[src/inc/gpio_port_defs.vh]
// Offsets, field positions, reset values and timing counts for the port pin block
`ifndef GPIO_PORT_DEFS_VH
`define GPIO_PORT_DEFS_VH

// Register byte offsets on the Avalon-MM slave
`define OFS_PORT_E_PIN_LEVELS    4'h0
`define OFS_PORT_E_OUTPUT_LATCH  4'h1
`define OFS_PORT_E_DIRECTION     4'h2
`define OFS_PORT_F_PIN_LEVELS    4'h3
`define OFS_PORT_F_OUTPUT_LATCH  4'h4
`define OFS_PORT_F_DIRECTION     4'h5
`define OFS_ANALOG_CONFIG        4'h6
`define OFS_COMPARATOR_CONTROL   4'h7
`define OFS_MUX_CONTROL          4'h8

// Reset values
`define RST_DIRECTION            8'hff
`define RST_LATCH                8'h00
`define RST_ANALOG_CONFIG        8'h00
`define RST_COMPARATOR_CONTROL   8'h07
`define RST_MUX_CONTROL          8'h00

// Analog configuration: pins 6..0 are digital once the field reaches this value
`define ANALOG_FIELD_LSB         0
`define ANALOG_FIELD_MSB         3
`define ANALOG_ALL_DIGITAL       4'hf
`define ANALOG_PIN_MASK          8'h7f

// Comparator control fields
`define CMP_MODE_MSB             2
`define CMP_MODE_LSB             0
`define CMP_MODE_OFF             3'h7
`define CMP_MODE_OUTPUTS         3'h6

// Mux control fields
`define MUX_EXT_MEM_ENABLE       0
`define MUX_CAPTURE_PIN_SELECT   1
`define MUX_PWM1_ENABLE          2
`define MUX_PWM1_TRISTATE        3
`define MUX_CAPTURE_ENABLE       4
`define MUX_PWM2_ENABLE          5
`define MUX_PWM2_TRISTATE        6

// Wait states before an access completes
`define ACCESS_WAIT_CYCLES       2'h1

`endif

[src/verilog/gpio_pin_cell.v]
// One output stage and input gate for a single port pin
`timescale 1ns/1ns
`default_nettype none

module gpio_pin_cell (
	input  wire	clk_sys,
	input  wire	resetn,
	input  wire	drive_req,
	input  wire	drive_val,
	input  wire	pin_in,
	input  wire	in_gate,
	output reg	pin_out,
	output reg	pin_oe,
	output reg	pin_level_q
);

	////////////////////////////////////////////////////////////////////////
	// Register the driver and the gated input level
	always @(posedge clk_sys) begin
		if (!resetn) begin
			pin_out     <= 1'b0;
			pin_oe      <= 1'b0;
			pin_level_q <= 1'b0;
		end else begin
			pin_out     <= drive_val;
			pin_oe      <= drive_req;
			pin_level_q <= pin_in & in_gate;
		end
	end

endmodule // gpio_pin_cell

`default_nettype wire

[src/verilog/gpio_port_pin_mux_logic.v]
// Port E upper pins and port F pin logic with an Avalon-MM register slave
// How it works
// RULE1 - Port F direction one: pin is input, driver off.
// RULE2 - Port F direction zero: pin driven from the output latch.
// RULE3 - Port F latch is mapped; reading it returns latch, not pins.
// RULE4 - Port F has eight pins, each with its own direction bit.
// RULE5 - After reset port F pins 6..0 are analog and read zero.
// RULE6 - Digital input on pins 6..0 passes only once analog selection is off.
// RULE7 - Port F pins 1 and 2 carry comparator outputs when selected.
// RULE8 - Active external memory drives bits 13..15 on port E pins 5..7.
// RULE9 - External memory reads sample bits 13..15 from port E pins 5..7.
// RULE10 - External memory function exists only in the larger package.
// RULE11 - PWM unit one channels C and B on pins 5 and 6, tri-state option.
// RULE12 - Pin 7 carries unit two compare out, or its capture input.
// RULE13 - Unit two maps to pin 7 only when pin select is cleared.
// RULE14 - Under that mapping PWM two channel A on pin 7, tri-state option.
// RULE15 - Port E registers behave per bit like port F.
// RULE16 - Priority: external memory, then PWM or compare, then latch.
//
// Design decisions made here: the register offsets and register access over Avalon-MM.
`timescale 1ns/1ns
`default_nettype none
`include "gpio_port_defs.vh"

module gpio_port_pin_mux_logic #(
	parameter LARGE_PACKAGE = 1
) (
	input  wire		clk_sys,
	input  wire		resetn,
	// Avalon-MM slave
	input  wire [3:0]	avs_address,
	input  wire		avs_read,
	input  wire		avs_write,
	input  wire [31:0]	avs_writedata,
	input  wire [3:0]	avs_byteenable,
	output reg  [31:0]	avs_readdata,
	output reg		avs_waitrequest,
	output reg  [1:0]	avs_response,
	// Port E pins 7..5 (index 0 is pin 5)
	input  wire [2:0]	port_e_pin_in,
	output wire [2:0]	port_e_pin_out,
	output wire [2:0]	port_e_pin_oe,
	// Port F pins
	input  wire [7:0]	port_f_pin_in,
	output wire [7:0]	port_f_pin_out,
	output wire [7:0]	port_f_pin_oe,
	// External memory bus
	input  wire		ext_mem_active,
	input  wire		ext_mem_read,
	input  wire [2:0]	ext_mem_addr_data_out,
	output reg  [2:0]	ext_mem_addr_data_in,
	// PWM and capture peripherals
	input  wire		pwm_one_channel_c,
	input  wire		pwm_one_channel_b,
	input  wire		pwm_one_shutdown,
	input  wire		capture_unit_two_out,
	input  wire		pwm_two_channel_a,
	input  wire		pwm_two_shutdown,
	output reg		capture_unit_two_in,
	// Comparator outputs
	input  wire		comparator_one_out,
	input  wire		comparator_two_out
);

	////////////////////////////////////////////////////////////////////////
	// Registers
	reg  [7:0]	port_e_output_latch_q;
	reg  [7:0]	port_e_direction_q;
	reg  [7:0]	port_f_output_latch_q;
	reg  [7:0]	port_f_direction_q;
	reg  [7:0]	analog_configuration_q;
	reg  [7:0]	comparator_control_q;
	reg  [7:0]	mux_control_q;
	reg  [1:0]	wait_cnt_q;
	wire [2:0]	port_e_level;
	wire [7:0]	port_f_level;

	// Merge a byte write under its lane enable
	function [7:0] merge_byte;
		input [7:0] old_val;
		input [7:0] new_val;
		input       lane_en;
		begin
			merge_byte = lane_en ? new_val : old_val;
		end
	endfunction

	////////////////////////////////////////////////////////////////////////
	// Derived mux controls
	wire ext_mem_on = (LARGE_PACKAGE != 0) & ext_mem_active & mux_control_q[`MUX_EXT_MEM_ENABLE]; // [RULE10]
	wire cap_on_e7  = ~mux_control_q[`MUX_CAPTURE_PIN_SELECT]; // [RULE13]
	wire all_digital = (analog_configuration_q[`ANALOG_FIELD_MSB:`ANALOG_FIELD_LSB] == `ANALOG_ALL_DIGITAL);
	wire [2:0] cmp_mode = comparator_control_q[`CMP_MODE_MSB:`CMP_MODE_LSB];
	wire cmp_outputs = (cmp_mode == `CMP_MODE_OUTPUTS);

	////////////////////////////////////////////////////////////////////////
	// Port E pin 5..7 output selection
	reg [2:0] e_drive;
	reg [2:0] e_val;
	reg       pwm_cap_sel;
	always @* begin
		e_drive = ~port_e_direction_q[7:5]; // [RULE15]
		e_val   = port_e_output_latch_q[7:5];
		// PWM unit one on pins 5 and 6 with direction zero
		if (mux_control_q[`MUX_PWM1_ENABLE]) begin // [RULE11]
			e_val[0] = pwm_one_channel_c;
			e_val[1] = pwm_one_channel_b;
			if (pwm_one_shutdown && mux_control_q[`MUX_PWM1_TRISTATE])
				e_drive[1:0] = 2'h0;
		end
		// Pin 7: compare output or enhanced channel A
		pwm_cap_sel = cap_on_e7 & mux_control_q[`MUX_CAPTURE_ENABLE];
		if (pwm_cap_sel) begin // [RULE12]
			if (mux_control_q[`MUX_PWM2_ENABLE]) begin // [RULE14]
				e_val[2] = pwm_two_channel_a;
				if (pwm_two_shutdown && mux_control_q[`MUX_PWM2_TRISTATE])
					e_drive[2] = 1'b0;
			end else begin
				e_val[2] = capture_unit_two_out;
			end
		end
		// External memory overrides everything
		if (ext_mem_on) begin // [RULE8] [RULE16]
			e_drive = {3{~ext_mem_read}};
			e_val   = ext_mem_addr_data_out;
		end
	end

	////////////////////////////////////////////////////////////////////////
	// Port F output selection and input gate
	reg [7:0] f_drive;
	reg [7:0] f_val;
	reg [7:0] f_gate;
	always @* begin
		f_drive = ~port_f_direction_q; // [RULE1] [RULE2] [RULE4]
		f_val   = port_f_output_latch_q;
		if (cmp_outputs) begin // [RULE7]
			f_val[1] = comparator_two_out;
			f_val[2] = comparator_one_out;
		end
		f_gate = all_digital ? 8'hff : ~`ANALOG_PIN_MASK; // [RULE5] [RULE6]
	end

	////////////////////////////////////////////////////////////////////////
	// Pin cells
	genvar gi;
	generate
		for (gi = 0; gi < 3; gi = gi + 1) begin : g_e
			gpio_pin_cell u_cell (
				.clk_sys	(clk_sys),
				.resetn		(resetn),
				.drive_req	(e_drive[gi]),
				.drive_val	(e_val[gi]),
				.pin_in		(port_e_pin_in[gi]),
				.in_gate	(1'b1),
				.pin_out	(port_e_pin_out[gi]),
				.pin_oe		(port_e_pin_oe[gi]),
				.pin_level_q	(port_e_level[gi])
			);
		end
		for (gi = 0; gi < 8; gi = gi + 1) begin : g_f
			gpio_pin_cell u_cell (
				.clk_sys	(clk_sys),
				.resetn		(resetn),
				.drive_req	(f_drive[gi]),
				.drive_val	(f_val[gi]),
				.pin_in		(port_f_pin_in[gi]),
				.in_gate	(f_gate[gi]),
				.pin_out	(port_f_pin_out[gi]),
				.pin_oe		(port_f_pin_oe[gi]),
				.pin_level_q	(port_f_level[gi])
			);
		end
	endgenerate

	////////////////////////////////////////////////////////////////////////
	// Peripheral inputs from port E
	always @(posedge clk_sys) begin
		if (!resetn) begin
			ext_mem_addr_data_in <= 3'h0;
			capture_unit_two_in  <= 1'b0;
		end else begin
			if (ext_mem_on && ext_mem_read)
				ext_mem_addr_data_in <= port_e_pin_in; // [RULE9]
			capture_unit_two_in <= pwm_cap_sel & port_e_direction_q[7] & port_e_pin_in[2]; // [RULE12]
		end
	end

	////////////////////////////////////////////////////////////////////////
	// Bus slave: one wait cycle, then the access completes
	wire access = avs_read | avs_write;
	wire done   = access & (wait_cnt_q == `ACCESS_WAIT_CYCLES);
	wire mapped = (avs_address <= `OFS_MUX_CONTROL);
	wire [7:0] pe_levels = {port_e_level, 5'h00};
	reg  [7:0] rd_byte;
	always @* begin
		case (avs_address)
		`OFS_PORT_E_PIN_LEVELS:   rd_byte = pe_levels;
		`OFS_PORT_E_OUTPUT_LATCH: rd_byte = port_e_output_latch_q;
		`OFS_PORT_E_DIRECTION:    rd_byte = port_e_direction_q;
		`OFS_PORT_F_PIN_LEVELS:   rd_byte = port_f_level;
		`OFS_PORT_F_OUTPUT_LATCH: rd_byte = port_f_output_latch_q; // [RULE3]
		`OFS_PORT_F_DIRECTION:    rd_byte = port_f_direction_q;
		`OFS_ANALOG_CONFIG:       rd_byte = analog_configuration_q;
		`OFS_COMPARATOR_CONTROL:  rd_byte = comparator_control_q;
		`OFS_MUX_CONTROL:         rd_byte = mux_control_q;
		default:                  rd_byte = 8'h00;
		endcase
	end

	// Wait counter, readback and register writes
	always @(posedge clk_sys) begin
		if (!resetn) begin
			wait_cnt_q             <= 2'h0;
			avs_waitrequest        <= 1'b1;
			avs_readdata           <= 32'h0;
			avs_response           <= 2'h0;
			port_e_output_latch_q  <= `RST_LATCH;
			port_e_direction_q     <= `RST_DIRECTION;
			port_f_output_latch_q  <= `RST_LATCH;
			port_f_direction_q     <= `RST_DIRECTION;
			analog_configuration_q <= `RST_ANALOG_CONFIG;
			comparator_control_q   <= `RST_COMPARATOR_CONTROL;
			mux_control_q          <= `RST_MUX_CONTROL;
		end else begin
			avs_waitrequest <= ~(access & (wait_cnt_q + 2'h1 == `ACCESS_WAIT_CYCLES) & ~done);
			if (done || !access)
				wait_cnt_q <= 2'h0;
			else
				wait_cnt_q <= wait_cnt_q + 2'h1;
			if (access && !done && wait_cnt_q + 2'h1 == `ACCESS_WAIT_CYCLES) begin
				avs_readdata <= avs_read ? {24'h0, rd_byte} : 32'h0;
				avs_response <= mapped ? 2'h0 : 2'h3;
			end
			if (done && avs_write && mapped) begin
				case (avs_address)
				`OFS_PORT_E_PIN_LEVELS, `OFS_PORT_E_OUTPUT_LATCH:
					port_e_output_latch_q <= merge_byte(port_e_output_latch_q,
						avs_writedata[7:0], avs_byteenable[0]); // [RULE15]
				`OFS_PORT_E_DIRECTION:
					port_e_direction_q <= merge_byte(port_e_direction_q, avs_writedata[7:0], avs_byteenable[0]);
				`OFS_PORT_F_PIN_LEVELS, `OFS_PORT_F_OUTPUT_LATCH:
					port_f_output_latch_q <= merge_byte(port_f_output_latch_q,
						avs_writedata[7:0], avs_byteenable[0]); // [RULE3]
				`OFS_PORT_F_DIRECTION:
					port_f_direction_q <= merge_byte(port_f_direction_q, avs_writedata[7:0], avs_byteenable[0]);
				`OFS_ANALOG_CONFIG:
					analog_configuration_q <= merge_byte(analog_configuration_q,
						{2'h0, avs_writedata[5:0]}, avs_byteenable[0]);
				`OFS_COMPARATOR_CONTROL:
					comparator_control_q <= merge_byte(comparator_control_q, avs_writedata[7:0], avs_byteenable[0]);
				`OFS_MUX_CONTROL:
					mux_control_q <= merge_byte(mux_control_q, {1'b0, avs_writedata[6:0]}, avs_byteenable[0]);
				default: ;
				endcase
			end
		end
	end

endmodule // gpio_port_pin_mux_logic

`default_nettype wire

[config.mk]
export PLATFORM = sky130hd
export DESIGN_NAME = gpio_port_pin_mux_logic
export DESIGN_NICKNAME = d
export VERILOG_FILES = /design/src/verilog/gpio_pin_cell.v /design/src/verilog/gpio_port_pin_mux_logic.v
export VERILOG_INCLUDE_DIRS = /design/src /design/src/inc
export SDC_FILE = /design/constraint.sdc
export NUM_CORES = 1
export LEC_CHECK = 0
export BUFFER_PORTS_ARGS = -buffer_cell sky130_fd_sc_hd__buf_2
export CAP_MARGIN = 20
export CELL_PAD_IN_SITES_DETAIL_PLACEMENT = 0
export CELL_PAD_IN_SITES_GLOBAL_PLACEMENT = 1
export CORE_MARGIN = 4
export CORE_UTILIZATION = 40
export DETAILED_ROUTE_END_ITERATION = 7
export GPL_TIMING_DRIVEN = 0
export PLACE_DENSITY = 0.89
export SLEW_MARGIN = 20
export SYNTH_ARGS = -nofsm -noshare
export SYNTH_HDL_FRONTEND = slang
export SYNTH_SLANG_ARGS = --single-unit
export TNS_END_PERCENT = 1
[constraint.sdc]
create_clock -name clk_sys -period 3.16 [get_ports clk_sys]
set_input_delay 0.632 -clock clk_sys [delete_from_list [all_inputs] [get_ports clk_sys]]
set_output_delay 0.632 -clock clk_sys [all_outputs]
set_load 0.01 [all_outputs]
### Yosys cells after proc, flatten, opt, wreduce, memory -nomap -nowiden

Index checks and enable logic that the tools add are counted.
W data, S select, Z words.

| operators by class | value |
|---|---|
| shift operators | 0 |
| bitwise logic cells | 23 |
| reduce and logical (&&, ||, !) cells | 21 |
| $mul | 0 |
| $add $sub $neg | 1 |
| multiplexer cells | 15 |
| eq/ne operators | 12 |
| div/mod/pow operators | 0 |
| magnitude comparators | 1 |

Operator list:

| operator | count |
|---|---|
| $pmux W8 S9 | 1 |
| $reduce_and A3 Y1 | 7 |
| $eq A4 B3 Y1 const B | 4 |
| $and A1 B1 Y1 | 14 |
| $mux W2 | 5 |
| $eq A4 B2 Y1 const B | 2 |
| $eq A4 B4 Y1 const B | 2 |
| $mux W8 | 1 |
| $not A8 Y8 | 1 |
| $logic_and A1 B1 Y1 | 7 |
| $mux W7 | 1 |
| $mux W3 | 2 |
| $reduce_or A2 Y1 | 3 |
| $mux W1 | 5 |
| $not A1 Y1 | 5 |
| $eq A2 B1 Y1 const B | 2 |
| $eq A4 B1 Y1 const B | 1 |
| $le A4 B4 Y1 const B | 1 |
| $logic_not A4 Y1 | 1 |
| $eq A3 B3 Y1 const B | 1 |
| $not A3 Y3 | 1 |
| $add A2 B1 Y2 const B | 1 |
| $logic_not A1 Y1 | 2 |
| $and A1 B1 Y1 const B | 1 |
| other kinds (2) | 2 |

| word-level totals | value |
|---|---|
| latch bits | 0 |
| memories | 0 |
| register bits | 127 |
| memory bits (writable) | 0 |
| bits in read-only memories | 0 |
| word-level logic and storage cells | 119 |

### Logic depth before layout (Yosys ltp)

Gate-level depths: netlist of the first run.

| logic depth | value |
|---|---|
| depth in word-level cells | 5 |
| gate-level depth with buffers | 7 |

### Modules after synthesis

A second synthesis of the first run with hierarchy kept.

| unflattened totals | value |
|---|---|
| cells, all modules | 450 |
| area total of the unflattened synthesis | 4525.6 sq um |

Modules (own cells, without submodules):

| module | times used | cells each | area each (sq um) | sequential area each (sq um) |
|---|---|---|---|---|
| gpio_port_pin_mux_logic | 1 | 384 | 3631.0 | 1381.3 |
| gpio_pin_cell | 11 | 6 | 81.3 | 60.1 |

### Worst setup path before layout of the first run

No wires, ideal clock.

| path | value |
|---|---|
| path kind | input port to flip-flop |
| start point | input avs_address[3] |
| end point | register port_f_direction_q[0] |
| stages on the path | 6 |
| path slack | 1299 ps |
| library setup time | 129 ps |
| arrival time | 1731 ps |
| required time | 3031 ps |
| path through | clkbuf_2 > and2b_1 > nand2b_4 > nor2_4 > mux2i_1 > nand2_1 |

| between the ends | value |
|---|---|
| longest elaborated chain between the ends | 3 |
| elaborated cells on any way between the ends | 4 |

Ends and longest elaborated chain:

| what | line | source |
|---|---|---|
| start: declaration | gpio_port_pin_mux_logic.v:31 | `input wire [3:0] avs_address,` |
| $le A4 B4 Y1 (no source line) | -- |  |
| $logic_and A1 B1 Y1 | gpio_port_pin_mux_logic.v:235 | `if (done && avs_write && mapped) begin` |
| $reduce_and A3 Y1 (no source line) (*) | -- |  |
| end signal: assignment | gpio_port_pin_mux_logic.v:221 | `` port_f_direction_q <= `RST_DIRECTION; `` |
| end signal: assignment | gpio_port_pin_mux_logic.v:246 | `port_f_direction_q <= merge_byte(port_f_direction_q, avs_writedata[7:0], avs_byteenable[0]);` |
| end: declaration | gpio_port_pin_mux_logic.v:70 | `reg [7:0] port_f_direction_q;` |

Every way passes the cells marked *; elsewhere a longest branch is shown, timed or not.
A chain may end at the register's enable or synchronous reset.

### Final worst setup path of the first run

| path | value |
|---|---|
| start point | register wait_cnt_q[1] |
| end point | register port_e_direction_q[2] |

| between the ends | value |
|---|---|
| longest elaborated chain between the ends | 5 |

Ends and longest elaborated chain:

| what | line | source |
|---|---|---|
| start: declaration | gpio_port_pin_mux_logic.v:74 | `reg [1:0] wait_cnt_q;` |
| start signal: assignment | gpio_port_pin_mux_logic.v:230 | `wait_cnt_q <= wait_cnt_q + 2'h1;` |
| $eq A2 B1 Y1 (no source line) | -- |  |
| $and A1 B1 Y1 | gpio_port_pin_mux_logic.v:192 | `` wire done = access & (wait_cnt_q == `ACCESS_WAIT_CYCLES); `` |
| $logic_and A1 B1 Y1 (2 in a row) | gpio_port_pin_mux_logic.v:235 |  |
| $reduce_and A3 Y1 (no source line) | -- |  |
| end signal: assignment | gpio_port_pin_mux_logic.v:219 | `` port_e_direction_q <= `RST_DIRECTION; `` |
| end signal: assignment | gpio_port_pin_mux_logic.v:241 | `port_e_direction_q <= merge_byte(port_e_direction_q, avs_writedata[7:0], avs_byteenable[0]);` |
| end: declaration | gpio_port_pin_mux_logic.v:68 | `reg [7:0] port_e_direction_q;` |

Every way passes these cells.

==> metrics, run 1 <==
slowest cell on the critical path=nor4_4; total power divided by cell area=around 470 nW/um^2; Fin Setup TNS=0 ps; crit-path cells=inv_1 -> ha_1 -> nand3_2 -> nor4_4 -> mux2i_1 -> nand2_1; Peak VDD IR=0.000231 V; Fillers=1050; crit path capture type=flip-flop; Layout Cells excl Fill=715; GR Overflow Total=0; RSZ-0062 raised after global routing=no; Max Slew Vio Count=0; final worst path period need=2020 ps; GPL Wtd Cong=0.909; DRC=0; worst setup path class=flip-flop to flip-flop; effective utilization at floorplan=between 40% and 50%; leakage power=~2.5 nW; CP peak stage delay=760 ps; ant diodes=0; H-tree depth=3; clock latency on the worst-skew pair=350 ps; num ports=129; commonest non-fill, non-tap cell in the layout=dfxtp_1; Least-Margin Pin Slew=850 ps; antenna-violating nets left=0; Final Skew=6.59 ps; average wire per standard cell=roughly 17 um; reg2reg start=wait_cnt_q[1]; fmax=0.496 GHz; largest net degree at the start of global routing=18; Max FO, Critical Path=8; initial antenna violation count=0; YS warnings=0; routed wire length=12000 um; port buffer count=75; Multi-input gate area=2180 um^2; flop2flop setup slack=1140 ps; synthesized area=4600 um^2; synthesis-stage register bit count=102; ys async rst share=0%; global-route wire length before repair=18400 um; Register Area=2040 um^2; WP buf/inv=1; crit path launch=wait_cnt_q[1]; post-synth top area cell=dfxtp_1; Total Routing Usage GR=18.2%; WP depth=6; Post-synth EDFFs=0; Final Hold Viols=0; share of cells above drive strength 1=between 20% and 30%; First-pass DRT Iterations=5; reg2reg path depth=6; Resized cells post-CTS=0; Post-Synthesis Cells=461; CTS max path bufs=2; worst setup path end=port_e_direction_q[2]; cell family with most CP delay=simple AND/OR/NAND/NOR gates; Crit path required time=roughly 3400 ps; area grow syn2layout=20.0%; outcome=finished clean; clock sinks=102; Main synth FF type=dfxtp_1; r2r endpoint=port_e_direction_q[2]; vias in the first global route=3536; # rows=38; HPWL Detailed=8980 um; Worst-path clk slew=70 ps; Max-slew headroom=42.9%; endpoints failing setup=0; routed vias/inst=5.02; Core Util, Final=between 50% and 60%; Setup crit start kind=flip-flop; Nets=640; DP Cell Count=699; most frequent cells in the layout=dfxtp_1 (102), buf_2 (81), mux2i_1 (74), nor2b_1 (55), buf_4 (49); Synth area leaders=dfxtp_1 (44%), mux2i_1 (16%), buf_4 (8.0%); CTS buffer count=9; cts-stage hold buffer count=0; Synth Area per Inst=9.99 um^2; core area=around 11000 um^2; min-delay worst type=flip-flop to flip-flop; total number of vias=between 3000 and 4000; Data arrival, critical path=~2200 ps; top cell type's share of synthesized area=roughly 44%; Max Cap Viol=0; die footprint=13300 um^2; Starting DRT DRC Count=213; register area share after synthesis=44.4%; CTS root buf=clkbuf_16; Distinct cells, synth=50; Die Wd=about 120 um; post-CTS setup repair buffer count=0; Chip Height=roughly 120 um; CTS tree=done; Tcrit/Tclk final=63.8%
[cells by family (layout without fill, tap and decap cells)]
family,Yosys count,in the layout,synth area share (%)
and+or+nand+nor,163,163,20.6
DFF,102,102,44.4
muxes,79,79,18.1
buffers and inverters,72,163,10.1
AOI/OAI and AO/OA,42,42,6.22
adders and majority gates,2,2,0.544
other,1,24,0.0815
[final cells by class]
type	count	share of cell area, %
buffer	68	8.11
clock buffer	10	4.33
clock inverter	6	0.838
inverter	4	0.272
multi-input combinational	310	39.5
sequential	102	37.0
tap	140	3.17
timing repair buffer	75	6.79
[synth_stat cells, types with 2 or more instances]
master    count
o22ai_1       8
o211ai_1      2
nor3_1        3
a22oi_1       3
buf_4        49
buf_1         3
a31oi_1       3
nand3_1       8
mux2i_1      74
ha_1          2
o211a_1       2
a221oi_1      3
and3_1        2
nor2b_1      55
nand4_1       2
and2_1       22
inv_1         3
nand3b_1      3
nor2_4        2
a21oi_1       3
buf_2         6
nand2_1      42
o31ai_1       4
a211oi_1      2
o21ai_0       8
clkbuf_1      9
dfxtp_1     102
mux4_2        3
nor2_1       11
and2b_1       2
[report_power, final]
group / switching, mW / total (mW) / internal [mW]
registers: 0.00661 / 1.31 / 1.30
clock network: 0.496 / 1.06 / 0.560
logic: 0.138 / 0.239 / 0.101
[flip-flops by register name, indices dropped and copies added (netlist names), 6 cells and up]
register                cells
port_e_direction_q          8
port_f_output_latch_q       8
mux_control_q               7
g_f.u_cell.pin_out          8
comparator_control_q        8
avs_readdata                8
g_f.u_cell.pin_level_q      8
port_e_output_latch_q       8
g_f.u_cell.pin_oe           8
analog_configuration_q      6
port_f_direction_q          8
[worst reg2reg max path, cell delays in order (launching register included)]
cell     delay [ps]
dfxtp_1         300
inv_1            80
ha_1            210
nand3_2         210
nor4_4          770
mux2i_1         260
nand2_1          70
[metal layers]
layer / global-route usage (%) / vias to the layer above / routed length, um
met5: 0 / - / 0
met4: 7.59 / 0 / 342
met3: 3.47 / 28 / 692
met2: 30.9 / 131 / 5940
met1: 22.6 / 1704 / 5010
li1: - / 1725 / -
[worst min-delay path by stage]
stage / start / end / slack, ps / cells after the start
final: avs_readdata[0] / avs_readdata[0] / 450 / 2
after global routing: port_f_direction_q[4] / g_f[4].u_cell.pin_oe / 470 / 1
after detailed placement: port_f_direction_q[4] / g_f[4].u_cell.pin_oe / 440 / 1
after CTS: port_f_direction_q[7] / g_f[7].u_cell.pin_oe / 450 / 1
after floorplan: port_f_direction_q[6] / g_f[6].u_cell.pin_oe / 410 / 1
after global placement: port_f_direction_q[7] / g_f[7].u_cell.pin_oe / 420 / 1
[through the flow]
stage | setup slack [ps] | power [mW] | hold WS [ps] | instance area, um^2
4_1_cts | 1160 | 2.61 | 452 | 5530
2_1_floorplan | 1300 | 1.48 | 405 | 4690
3_3_place_gp | 953 | 1.57 | 424 | 5240
3_5_place_dp | 912 | 1.57 | 437 | 5240
6_report | 1140 | 2.60 | 446 | 5530
5_1_grt | 1040 | 2.68 | 472 | 5530
Note: power is estimated with default switching activity, not from simulation.
==> inputs of run 2 (changes only) <==
--- a/config.mk
+++ b/config.mk
@@ -11,10 +11,10 @@
 export CELL_PAD_IN_SITES_DETAIL_PLACEMENT = 0
 export CELL_PAD_IN_SITES_GLOBAL_PLACEMENT = 1
 export CORE_MARGIN = 4
-export CORE_UTILIZATION = 40
+export CORE_UTILIZATION = 36
 export DETAILED_ROUTE_END_ITERATION = 7
 export GPL_TIMING_DRIVEN = 0
-export PLACE_DENSITY = 0.89
+export PLACE_DENSITY = 0.85
 export SLEW_MARGIN = 20
 export SYNTH_ARGS = -nofsm -noshare
 export SYNTH_HDL_FRONTEND = slang
==> constraint.sdc (replaced) <==
create_clock -name clk_sys -period 1.7 [get_ports clk_sys]
set_input_delay 0.34 -clock clk_sys [delete_from_list [all_inputs] [get_ports clk_sys]]
set_output_delay 0.34 -clock clk_sys [all_outputs]
set_load 0.01 [all_outputs]
==> metrics, run 2 (synthesis results as in run 1) <==
GPL Wtd Cong=0.898; Nets=648; GR Overflow Total=0; Total Routing Usage GR=16.8%; global-route wire length before repair=between 15000 and 20000 um; clock latency on the worst-skew pair=340 ps; # rows=41; min-delay worst type=input pin to flip-flop; Register Area=2040 um^2; routed vias/inst=4.66; ant diodes=0; Layout Cells excl Fill=between 700 and 800; Max-slew headroom=59.0%; final worst path period need=1630 ps; crit-path cells=inv_2 -> ha_4 -> nand3_4 -> nor4_4 -> buf_4 -> mux2i_1 -> nand2_1; worst setup path class=flip-flop to flip-flop; Max Cap Viol=0; initial antenna violation count=0; Final Cell Area=5690 um^2; area grow syn2layout=23.5%; met1 GRT Util=between 20% and 30%; largest net degree at the start of global routing=17; Peak VDD IR=0.000615 V; total power divided by cell area=878 nW/um^2; Final Hold Viols=0; DP Cell Count=731; Chip Height=121 um; H-tree depth=3; Setup crit start kind=flip-flop; Max Slew Vio Count=0; Starting DRT DRC Count=229; outcome=finished clean; crit path capture type=flip-flop; CTS root buf=clkbuf_16; die footprint=14700 um^2; Max FO, Critical Path=5; vias in the first global route=roughly 3400; num ports=129; Crit path required time=1900 ps; port buffer count=75; core area=12600 um^2; Data arrival, critical path=1830 ps; M2 GR Usage=28.0%; Least-Margin Pin Slew=613 ps; CTS buffer count=9; worst hold margin=~190 ps; endpoints failing setup=0; leakage power=2.55 nW; DRC=0; slowest cell on the critical path=nor4_4; average wire per standard cell=between 15 and 20 um; met3 Use GR=approximately 3.7%; Tcrit/Tclk final=95.9%; GR peak layer=met2; CTS tree=done; effective utilization at floorplan=approximately 37%; Final Skew=7.16 ps; most frequent cells in the layout=dfxtp_1 (101), buf_2 (81), mux2i_1 (74), buf_4 (56), nor2b_1 (55); CP peak stage delay=330 ps; total number of vias=between 3000 and 4000; antenna-violating nets left=0; Multi-input gate area=2210 um^2; share of cells above drive strength 1=slightly below 30%; CTS max path bufs=2; Die Wd=121 um; fmax=0.614 GHz; clock sinks=102; Area after DPL=5280 um^2; Fin Setup TNS=0 ps; HPWL Detailed=~9100 um; Worst-path clk slew=70 ps; Core Util, Final=45.2%; cts-stage hold buffer count=0; Fillers=1231; First-pass DRT Iterations=4; routed wire length=12400 um; commonest non-fill, non-tap cell in the layout=dfxtp_1; RSZ-0062 raised after global routing=yes
==> run 2: final cells by class <==
class,instances,area share (%)
Clock inverter,4,0.968
Clock buffer,12,4.33
Multi-Input combinational cell,310,38.9
Tap cell,172,3.78
Sequential cell,102,35.9
Inverter,4,0.264
Timing Repair Buffer,83,7.88
Buffer,68,7.90
==> run 2: power by group <==
| group | internal (mW) | total (mW) | switching, mW |
|---|---|---|---|
| sequential | 2.41 | 2.43 | 0.0137 |
| clock | 1.19 | 2.10 | 0.907 |
| combinational | 0.199 | 0.469 | 0.271 |
==> run 2: routing by layer <==
layer	wire length, um	vias to the layer above
met5	0	-
met4	120	0
li1	-	1742
met1	5340	1652
met3	812	11
met2	6120	111
==> run 2: per-stage QoR <==
| step | worst slack, ps | power [mW] |
|---|---|---|
| 6_report | 70.1 | 5.00 |
| 5_1_grt | -18.9 | 5.16 |
| 4_1_cts | -1.75 | 5.01 |
| 3_5_place_dp | -358 | 2.93 |
| 3_3_place_gp | -309 | 2.92 |
| 2_1_floorplan | 65.0 | 2.76 |
==> run 2: path summary, 6_finish.rpt <==
path | start | endpoint | slack [ps] | depth (start not counted)
setup / recovery | wait_cnt_q[1] | port_e_direction_q[6] | 70 | 7
hold / removal | port_f_pin_in[5] | g_f[5].u_cell.pin_level_q | 190 | 2
setup reg to reg | wait_cnt_q[1] | port_e_direction_q[6] | 70 | 7
hold reg to reg | avs_readdata[0] | avs_readdata[0] | 450 | 2
==> run 2: repair_timing <==
action,CTS,global route
resized for setup,6,3
pin swaps,4,2
buffers inserted,4,4
setup endpoints to repair,47,18
endpoints found under the hold margin,0,0
==> run 2: critical path, delay by kind of cell, from the launching register on <==
family	cells	cell delay [ps]
buffers and inverters	2	280
AND/OR/NAND/NOR	3	530
flip-flops	1	310
multiplexers	1	210
adder cells (fa/ha/maj)	1	160
